File: src/twe_consts.vh
// Register offsets, field positions and reset values of the event logic.
`ifndef TWE_CONSTS_VH
`define TWE_CONSTS_VH

// ****************************************
// Register offsets
// ****************************************
`define TWE_OFF_HALTED    12'h104
`define TWE_OFF_RXBYTE    12'h108
`define TWE_OFF_TXDONE    12'h11C
`define TWE_OFF_FAULT     12'h124
`define TWE_OFF_BOUNDARY  12'h138
`define TWE_OFF_PAUSED    12'h148
`define TWE_OFF_LINKS     12'h200
`define TWE_OFF_IRQ_SET   12'h304
`define TWE_OFF_IRQ_CLR   12'h308
`define TWE_OFF_EV_STATUS 12'h400
`define TWE_OFF_RX_DATA   12'h408
`define TWE_OFF_FAULT_SRC 12'h4C4

// ****************************************
// Event bit positions
// ****************************************
`define TWE_EV_HALTED   0
`define TWE_EV_RXBYTE   1
`define TWE_EV_TXDONE   2
`define TWE_EV_FAULT    3
`define TWE_EV_BOUNDARY 4
`define TWE_EV_PAUSED   5
`define TWE_EV_W        6

// ****************************************
// Link and fault source bit positions
// ****************************************
`define TWE_LINK_PAUSE  0
`define TWE_LINK_HALT   1
`define TWE_FS_OVERRUN  0
`define TWE_FS_ADDR_NAK 1
`define TWE_FS_DATA_NAK 2

// ****************************************
// Reset values and counts
// ****************************************
`define TWE_RST_EVENTS  6'h00
`define TWE_RST_LINKS   2'h0
`define TWE_RST_IRQ_EN  6'h00
`define TWE_RST_FAULTS  3'h0
`define TWE_ACK_BIT     4'h8
`define TWE_RW_BIT      4'h7

`endif

File: src/twe_sync.v
// Two-flop synchroniser for a pin, with edge pulses taken from the safe stage.
`timescale 1ns/1ps
module twe_sync (
  input  wire clk,    // system clock
  input  wire reset,  // asynchronous reset, active high
  input  wire pin,    // asynchronous pin level
  input  wire init,   // enable of the rise and fall pulses
  output wire level,  // synchronised level
  output wire rise,   // one-cycle pulse on a rising edge
  output wire fall    // one-cycle pulse on a falling edge
);
  reg meta_reg;
  reg sync_reg;
  reg prev_reg;

  always @(posedge clk or posedge reset) begin
    if (reset) begin
      meta_reg <= 1'b1;
      sync_reg <= 1'b1;
      prev_reg <= 1'b1;
    end else begin
      meta_reg <= pin;
      sync_reg <= meta_reg;
      prev_reg <= sync_reg;
    end
  end

  assign level = sync_reg;
  assign rise  = sync_reg & ~prev_reg & init;
  assign fall  = ~sync_reg & prev_reg & init;
endmodule

File: src/twe_event_logic.v
// Event flags, shortcuts and interrupt enables of a two-wire master.
// Function
// - Set the received-byte flag when a byte has been received.
// - Set the transmitted-byte flag once a byte has been sent.
// - Raise byte-boundary event before every byte sent or received.
// - Raise paused event after read acknowledge, only if pause was requested.
// - Boundary-to-pause link set: each boundary event triggers the pause task.
// - Boundary-to-halt link triggers halt task; links reset to zero.
// - Writing one to enable-set enables that interrupt; zeros ignored; reads state.
// - Writing one to enable-clear disables that interrupt; reads same state.
// - Address not acknowledged flags a fault source and raises the fault event.
// - Byte arriving before previous byte was read flags overrun; old byte lost.
//
// The implementer's own choice: the plain strobed port.
`timescale 1ns/1ps
`include "twe_consts.vh"
module twe_event_logic #(
  parameter ADDR_W = 12  // register address width
) (
  input  wire              clk,         // 20 MHz system clock
  input  wire              reset,       // asynchronous reset, active high
  input  wire [ADDR_W-1:0] addr,        // register byte address
  input  wire [31:0]       wdata,       // register write data
  input  wire              wr,          // write strobe
  input  wire              rd,          // read strobe
  output reg  [31:0]       rdata,       // read data, one cycle after rd
  input  wire              scl_in,      // two-wire clock pin level
  input  wire              sda_in,      // two-wire data pin level
  input  wire              pause_task,  // pause request pulse from task logic
  output reg               pause_req,   // pause task pulse to the bus engine
  output reg               halt_req,    // halt task pulse to the bus engine
  output wire              irq          // interrupt, active high level
);

  // ****************************************
  // Pin synchronisers
  // ****************************************
  wire scl_lvl;
  wire scl_rise;
  wire scl_fall;
  wire sda_lvl;
  wire sda_rise;
  wire sda_fall;

  // Both pins pass identical chains, so their relative order survives the crossing.
  twe_sync u_scl (
    .clk   (clk),
    .reset (reset),
    .pin   (scl_in),
    .init  (1'b1),
    .level (scl_lvl),
    .rise  (scl_rise),
    .fall  (scl_fall)
  );

  twe_sync u_sda (
    .clk   (clk),
    .reset (reset),
    .pin   (sda_in),
    .init  (1'b1),
    .level (sda_lvl),
    .rise  (sda_rise),
    .fall  (sda_fall)
  );

  // Start and stop are data edges while the clock stays high.
  wire start_cond = sda_fall & scl_lvl & ~scl_fall;
  wire stop_cond  = sda_rise & scl_lvl & ~scl_fall;

  // ****************************************
  // Bus monitor
  // ****************************************
  localparam ST_IDLE   = 1'b0;
  localparam ST_ACTIVE = 1'b1;

  reg       state_reg;
  reg [3:0] bit_cnt_reg;
  reg [7:0] shift_reg;
  reg       first_reg;
  reg       read_reg;
  reg       ack_done_reg;
  reg       pause_pend_reg;

  reg ev_halted;
  reg ev_rx;
  reg ev_tx;
  reg ev_bound;
  reg ev_paused;
  reg fs_addr;
  reg fs_data;
  reg fs_over;
  reg rx_full_reg;
  reg [7:0] rx_data_reg;

  // A read of the data register in the same cycle as a new byte counts as read in time.
  wire rx_take = rd && (addr == `TWE_OFF_RX_DATA);

  // Event pulses for this cycle; the ninth rising clock edge of a byte is the acknowledge.
  always @* begin
    ev_halted = 1'b0;
    ev_rx     = 1'b0;
    ev_tx     = 1'b0;
    ev_bound  = 1'b0;
    ev_paused = 1'b0;
    fs_addr   = 1'b0;
    fs_data   = 1'b0;
    fs_over   = 1'b0;
    case (state_reg)
      ST_IDLE: begin
        ev_bound = start_cond;
      end
      ST_ACTIVE: begin
        if (stop_cond) begin
          ev_halted = 1'b1;
        end else if (start_cond) begin
          ev_bound = 1'b1;
        end else if (scl_rise && bit_cnt_reg == `TWE_ACK_BIT) begin
          if (first_reg) begin
            fs_addr = sda_lvl;
          end else if (read_reg) begin
            ev_rx   = 1'b1;
            fs_over = rx_full_reg & ~rx_take;
          end else begin
            ev_tx   = 1'b1;
            fs_data = sda_lvl;
          end
        end else if (scl_fall && ack_done_reg) begin
          ev_bound  = 1'b1;
          ev_paused = read_reg & ~first_reg & pause_pend_reg;
        end
      end
      default: begin
        ev_bound = 1'b0;
      end
    endcase
  end

  // A stop ends the frame in any state; a start, first or repeated, opens a new one.
  always @(posedge clk or posedge reset) begin
    if (reset) begin
      state_reg    <= ST_IDLE;
      bit_cnt_reg  <= 4'h0;
      shift_reg    <= 8'h00;
      first_reg    <= 1'b0;
      read_reg     <= 1'b0;
      ack_done_reg <= 1'b0;
    end else if (stop_cond) begin
      state_reg    <= ST_IDLE;
      ack_done_reg <= 1'b0;
    end else if (start_cond) begin
      state_reg    <= ST_ACTIVE;
      bit_cnt_reg  <= 4'h0;
      first_reg    <= 1'b1;
      read_reg     <= 1'b0;
      ack_done_reg <= 1'b0;
    end else if (state_reg == ST_ACTIVE) begin
      if (scl_rise) begin
        if (bit_cnt_reg == `TWE_ACK_BIT) begin
          bit_cnt_reg  <= 4'h0;
          ack_done_reg <= 1'b1;
        end else begin
          bit_cnt_reg <= bit_cnt_reg + 4'h1;
          shift_reg   <= {shift_reg[6:0], sda_lvl};
          if (first_reg && bit_cnt_reg == `TWE_RW_BIT) begin
            read_reg <= sda_lvl;
          end
        end
      end else if (scl_fall && ack_done_reg) begin
        ack_done_reg <= 1'b0;
        first_reg    <= 1'b0;
      end
    end
  end

  // ****************************************
  // Receive holding register
  // ****************************************
  always @(posedge clk or posedge reset) begin
    if (reset) begin
      rx_full_reg <= 1'b0;
      rx_data_reg <= 8'h00;
    end else if (ev_rx) begin
      rx_full_reg <= 1'b1;
      rx_data_reg <= shift_reg;
    end else if (rx_take) begin
      rx_full_reg <= 1'b0;
    end
  end

  // ****************************************
  // Shortcuts and task requests
  // ****************************************
  reg [1:0] links_reg;

  // A pause request arms the paused event; the next read acknowledge or a stop disarms it.

  always @(posedge clk or posedge reset) begin
    if (reset) begin
      pause_req      <= 1'b0;
      halt_req       <= 1'b0;
      pause_pend_reg <= 1'b0;
    end else begin
      pause_req <= pause_task | (ev_bound & links_reg[`TWE_LINK_PAUSE]);
      halt_req  <= ev_bound & links_reg[`TWE_LINK_HALT];
      if (pause_req) begin
        pause_pend_reg <= 1'b1;
      end else if (ev_paused || ev_halted) begin
        pause_pend_reg <= 1'b0;
      end
    end
  end

  // ****************************************
  // Register file
  // ****************************************
  reg  [`TWE_EV_W-1:0] events_reg;
  reg  [`TWE_EV_W-1:0] events_next;
  reg  [`TWE_EV_W-1:0] irq_en_reg;
  reg  [`TWE_EV_W-1:0] irq_en_next;
  reg  [2:0]           faults_reg;
  reg  [2:0]           faults_next;
  wire [`TWE_EV_W-1:0] ev_set;
  wire [2:0]           fs_set;
  wire [`TWE_EV_W-1:0] wr_ev_bits;
  wire [2:0]           wr_fs_bits;

  // One hit line per register that software may write.
  wire hit_halted   = wr && (addr == `TWE_OFF_HALTED);
  wire hit_rxbyte   = wr && (addr == `TWE_OFF_RXBYTE);
  wire hit_txdone   = wr && (addr == `TWE_OFF_TXDONE);
  wire hit_fault    = wr && (addr == `TWE_OFF_FAULT);
  wire hit_boundary = wr && (addr == `TWE_OFF_BOUNDARY);
  wire hit_paused   = wr && (addr == `TWE_OFF_PAUSED);
  wire hit_status   = wr && (addr == `TWE_OFF_EV_STATUS);
  wire hit_fsrc     = wr && (addr == `TWE_OFF_FAULT_SRC);
  wire hit_links    = wr && (addr == `TWE_OFF_LINKS);
  wire hit_irq_set  = wr && (addr == `TWE_OFF_IRQ_SET);
  wire hit_irq_clr  = wr && (addr == `TWE_OFF_IRQ_CLR);

  assign wr_ev_bits = wdata[`TWE_EV_W-1:0];
  assign wr_fs_bits = wdata[2:0];
  assign fs_set     = {fs_data, fs_addr, fs_over};
  assign ev_set     = {ev_paused, ev_bound, |fs_set, ev_tx, ev_rx, ev_halted};

  // A single event register takes bit 0 as written, the status register clears by ones.
  // A hardware event in the same cycle as a clear wins, so no event is lost.
  always @* begin
    events_next = events_reg;
    if (hit_halted) begin
      events_next[`TWE_EV_HALTED] = wdata[0];
    end
    if (hit_rxbyte) begin
      events_next[`TWE_EV_RXBYTE] = wdata[0];
    end
    if (hit_txdone) begin
      events_next[`TWE_EV_TXDONE] = wdata[0];
    end
    if (hit_fault) begin
      events_next[`TWE_EV_FAULT] = wdata[0];
    end
    if (hit_boundary) begin
      events_next[`TWE_EV_BOUNDARY] = wdata[0];
    end
    if (hit_paused) begin
      events_next[`TWE_EV_PAUSED] = wdata[0];
    end
    if (hit_status) begin
      events_next = events_reg & ~wr_ev_bits;
    end
    events_next = events_next | ev_set;
  end

  // Fault source bits clear by ones and are set again by any new fault.
  always @* begin
    faults_next = faults_reg;
    if (hit_fsrc) begin
      faults_next = faults_reg & ~wr_fs_bits;
    end
    faults_next = faults_next | fs_set;
  end

  // Set and clear share one enable register, so both read back the same state.
  always @* begin
    irq_en_next = irq_en_reg;
    if (hit_irq_set) begin
      irq_en_next = irq_en_reg | wr_ev_bits;
    end else if (hit_irq_clr) begin
      irq_en_next = irq_en_reg & ~wr_ev_bits;
    end
  end

  always @(posedge clk or posedge reset) begin
    if (reset) begin
      events_reg <= `TWE_RST_EVENTS;
      faults_reg <= `TWE_RST_FAULTS;
      links_reg  <= `TWE_RST_LINKS;
      irq_en_reg <= `TWE_RST_IRQ_EN;
    end else begin
      events_reg <= events_next;
      faults_reg <= faults_next;
      irq_en_reg <= irq_en_next;
      if (hit_links) begin
        links_reg <= wdata[1:0];
      end
    end
  end

  assign irq = |(events_reg & irq_en_reg);

  // ****************************************
  // Read path
  // ****************************************
  reg [31:0] rd_mux;

  always @* begin
    rd_mux = 32'h0000_0000;
    case (addr)
      `TWE_OFF_HALTED:    rd_mux[0] = events_reg[`TWE_EV_HALTED];
      `TWE_OFF_RXBYTE:    rd_mux[0] = events_reg[`TWE_EV_RXBYTE];
      `TWE_OFF_TXDONE:    rd_mux[0] = events_reg[`TWE_EV_TXDONE];
      `TWE_OFF_FAULT:     rd_mux[0] = events_reg[`TWE_EV_FAULT];
      `TWE_OFF_BOUNDARY:  rd_mux[0] = events_reg[`TWE_EV_BOUNDARY];
      `TWE_OFF_PAUSED:    rd_mux[0] = events_reg[`TWE_EV_PAUSED];
      `TWE_OFF_LINKS:     rd_mux[1:0] = links_reg;
      `TWE_OFF_IRQ_SET:   rd_mux[`TWE_EV_W-1:0] = irq_en_reg;
      `TWE_OFF_IRQ_CLR:   rd_mux[`TWE_EV_W-1:0] = irq_en_reg;
      `TWE_OFF_EV_STATUS: rd_mux[`TWE_EV_W-1:0] = events_reg;
      `TWE_OFF_RX_DATA:   rd_mux[7:0] = rx_data_reg;
      `TWE_OFF_FAULT_SRC: rd_mux[2:0] = faults_reg;
      default:            rd_mux = 32'h0000_0000;
    endcase
  end

  // Read data stand in the one cycle after the strobe and are zero otherwise.
  always @(posedge clk or posedge reset) begin
    if (reset) begin
      rdata <= 32'h0000_0000;
    end else if (rd) begin
      rdata <= rd_mux;
    end else begin
      rdata <= 32'h0000_0000;
    end
  end

endmodule

File: config.mk
export PLATFORM = sky130hd
export DESIGN_NAME = twe_event_logic
export DESIGN_NICKNAME = d
export VERILOG_FILES = /design/src/twe_sync.v /design/src/twe_event_logic.v
export VERILOG_INCLUDE_DIRS = /design/src
export SDC_FILE = /design/constraint.sdc
export NUM_CORES = 1
export LEC_CHECK = 0
export BUFFER_PORTS_ARGS = -buffer_cell sky130_fd_sc_hd__buf_2
export CAP_MARGIN = 30
export CORE_MARGIN = 2
export CORE_UTILIZATION = 40
export CTS_BUF_LIST = sky130_fd_sc_hd__clkbuf_4 sky130_fd_sc_hd__clkbuf_8
export DETAILED_ROUTE_END_ITERATION = 7
export PLACE_DENSITY = 0.7
export SLEW_MARGIN = 40
export SYNTH_ARGS = -nofsm -noshare
export SYNTH_HDL_FRONTEND = slang
export SYNTH_SLANG_ARGS = --single-unit
File: constraint.sdc
create_clock -name clk -period 4.9 [get_ports clk]
set_input_delay 0.49 -clock clk [delete_from_list [all_inputs] [get_ports clk]]
set_output_delay 0.49 -clock clk [all_outputs]
set_load 0.02 [all_outputs]
==> results.md <==
* DP Worst Slack at 2.18 ns
* Unrepaired setup endpoints after global routing: false
* Final WL at 7.47 mm
* I/O Buffers at 35
* Tcrit/Tclk final at 0.493
* Slew Viols, Final at 0
* CP max stage delay at around 0.66 ns
* WS Path Type: in -> reg
* Setup crit end kind: flop
* Largest net degree at the start of global routing at 60
* WL per Instance at 16.0 um
* Most frequent cell after synthesis: dfrtp_1
* Routed Antenna Nets at 0
* Final hold vios at 0
* Critical Path Fanout Max at 7
* Asr flop ratio synth at 1.00
* Final HPWL DP at 5.28 mm
* Critical path launch point type: primary input
* HP Class: in -> reg
* Num rows at 32
* Clock-pin slew on the worst setup and hold paths at 0.07 ns
* Max-Cap Viols at 0
* Status: complete, no violations
* Ranking of synthesized cells by area: dfrtp_1 41%, mux2_2 8.8%, buf_4 5.6%
* Slew margin rel. at 0.507
* Synth cell types at 61
* Number of CTS-inserted buffers at 9
* IO Pins at 86
* Grt ovf at 0
* Core Util, Final at 0.459
* Synth cell count leaders: 53 x dfrtp_1, 39 x nand2_1, 25 x mux2_2, 24 x buf_4, 20 x nor2_1
* Initial antenna violation count at 0
* Mapped Cells at approximately 330
* Vias at 2,521
* Critical path startpoint: addr[7]
* Syn Std Cell Area at 3220 um^2
* # DRC at 0
* VDD IR-drop max at 0.178 mV
* CP Cell Sequence: buf_2 > or4_1 > nor3_1 > nand2_1 > nor4_2 > mux2_2
* Pwr per Cell Area at 328 nW/um^2
* Yosys top cell by area: dfrtp_1
* CTS tree: yes
* Worst r2r src: u_sda.level
* GR Util All Layers at 0.177
* Final Skew at 0.00309 ns
* Critical-path top delay cell: or4_1
* Final Critical Period at 2.42 ns
* CTS root buffer: clkbuf_8
* # hold bufs at CTS at 0
* Ys flop type: dfrtp_1
* Fin nets at around 410
* Leakage at around 1.6 nW
* Htree depth at 3
* Critical Path AT at between 2 and 3 ns
* Die Area at 8770 um^2
* Number of diodes at 0
* # Post-CTS Setup Buffers at 0
* Proportion of layout cells with a drive suffix above 1 at 0.263
* Top cell type's share of synthesized area at 0.412
* Fill cell count at slightly below 800
* Setup WS post-layout at 2.48 ns
* First-pass GRT wire length at 12.0 mm
* Post-synth EDFFs at 0
* Sequential area share after synthesis at 0.461
* First-pass detailed-route iteration total at 5
* Core Footprint at 7770 um^2
* Min-delay src: sda_in
* Initial Util at 0.414
* Setup TNS at 0 ns
* Number of global-route vias before repair at 2,405
* Die width at 93.7 um
* Worst EP required at 5.18 ns
* Warnings, synthesis at 0
* Routed vias/inst at 5.40
* Die height at 93.7 um
* Insertion delay to the later sink of the worst-skew pair at 0.33 ns
* Clock Path Buffers at 2
* Clk sinks at 59
* Final setup fails at 0
* GP Congestion at 0.968
* Hold_ws at 0.247 ns
* Top achievable clock speed at 0.414 GHz
* Layout area overhead at 11.0%
* Worst slew pin tran at 0.740 ns
* Yosys reg bits at 59
* CTS resizes at 0
* Post-Syn Area per Cell at 9.83 um^2
* DRT iter0 DRCs at around 260
cells in the final DEF, fill, tap and decap left out, drive strengths merged, types with 2 or more instances in the layout:
cell type,Yosys,layout
nand3,13,13
dfstp,6,6
nand4,4,4
a311oi,2,2
or4b,2,2
a31oi,2,2
a22oi,11,11
a21o,3,3
or4,3,3
buf,28,37
clkinv,0,5
nand2,39,39
nor3,8,8
clkbuf,10,10
a21oi,9,9
ha,2,2
nand4b,2,2
or2,3,3
nor2b,6,6
o21ai,12,12
conb,1,24
or3,3,3
nor3b,2,2
and3,3,3
dfrtp,53,53
nor2,20,20
o22ai,2,2
o32ai,2,2
mux2,25,25
inv,16,16
nand2b,4,4
mux2i,3,3
nor4,7,7
final timing paths:
check                      slack [ns]              to  cells after the start
max reg2reg                      2.71  rx_data_reg[7]                      5
min in group asynchronous        0.36    shift_reg[6]                      3
min reg2reg                      0.36     u_scl.level                      0
min                              0.25  u_sda.meta_reg                      1
max in group asynchronous        4.06  bit_cnt_reg[1]                      3
max                              2.48            flop                      6
report_power, final:
| group | internal [mW] | total [mW] | switching [mW] |
|---|---|---|---|
| registers | 0.535 | 0.578 | 0.0437 |
| logic | 0.0620 | 0.157 | 0.0949 |
| clock network | 0.244 | 0.435 | 0.191 |
per-stage QoR:
| stage | power (mW) | cells | cell area, um^2 |
|---|---|---|---|
| finish | 1.17 | 467 | 3570 |
| global route | 1.23 | 467 | 3570 |
| CTS | 1.18 | 467 | 3570 |
| detailed placement | 0.741 | 451 | 3380 |
| global placement | 0.730 | 451 | 3380 |
| floorplan | 0.704 | 350 | 3300 |
kinds of logic (layout without fill, tap and decap cells):
family	after synthesis	after routing	synth area share
xor gates and xnor gates	2	2	0.00545
AOI/OAI and AO/OA	58	58	0.127
and+or+nand+nor	122	122	0.202
muxes	28	28	0.0969
other	1	24	0.00117
buffers and inverters	54	69	0.0946
DFF	59	59	0.461
adders and majority gates	3	3	0.0109
area by class of cell:
| type | instances | area, um^2 | share of cell area |
|---|---|---|---|
| clock buffer | 10 | 138 | 0.0386 |
| clock inverter | 6 | 55.1 | 0.0154 |
| inverter | 16 | 60.1 | 0.0168 |
| multi-input combinational | 237 | 1510 | 0.424 |
| sequential | 59 | 1480 | 0.416 |
| tap | 102 | 128 | 0.0358 |
| timing repair buffer | 37 | 190 | 0.0533 |
routing by layer:
layer	part of all wire	GRT usage	up-vias	wire length, um
met4	0.027	0.0797	0	201
met3	0.068	0.0337	17	509
met5	0	0	-	0
li1	-	-	1185	-
met1	0.45	0.241	1198	3380
met2	0.45	0.276	121	3380
worst max-delay path, delay by kind of cell:
kind / cells / cell delay (ns)
buffers and inverters: 1 / 0.13
muxes: 1 / 0.27
and+or+nand+nor: 4 / 1.79
Note: power is estimated with default switching activity, not from simulation.
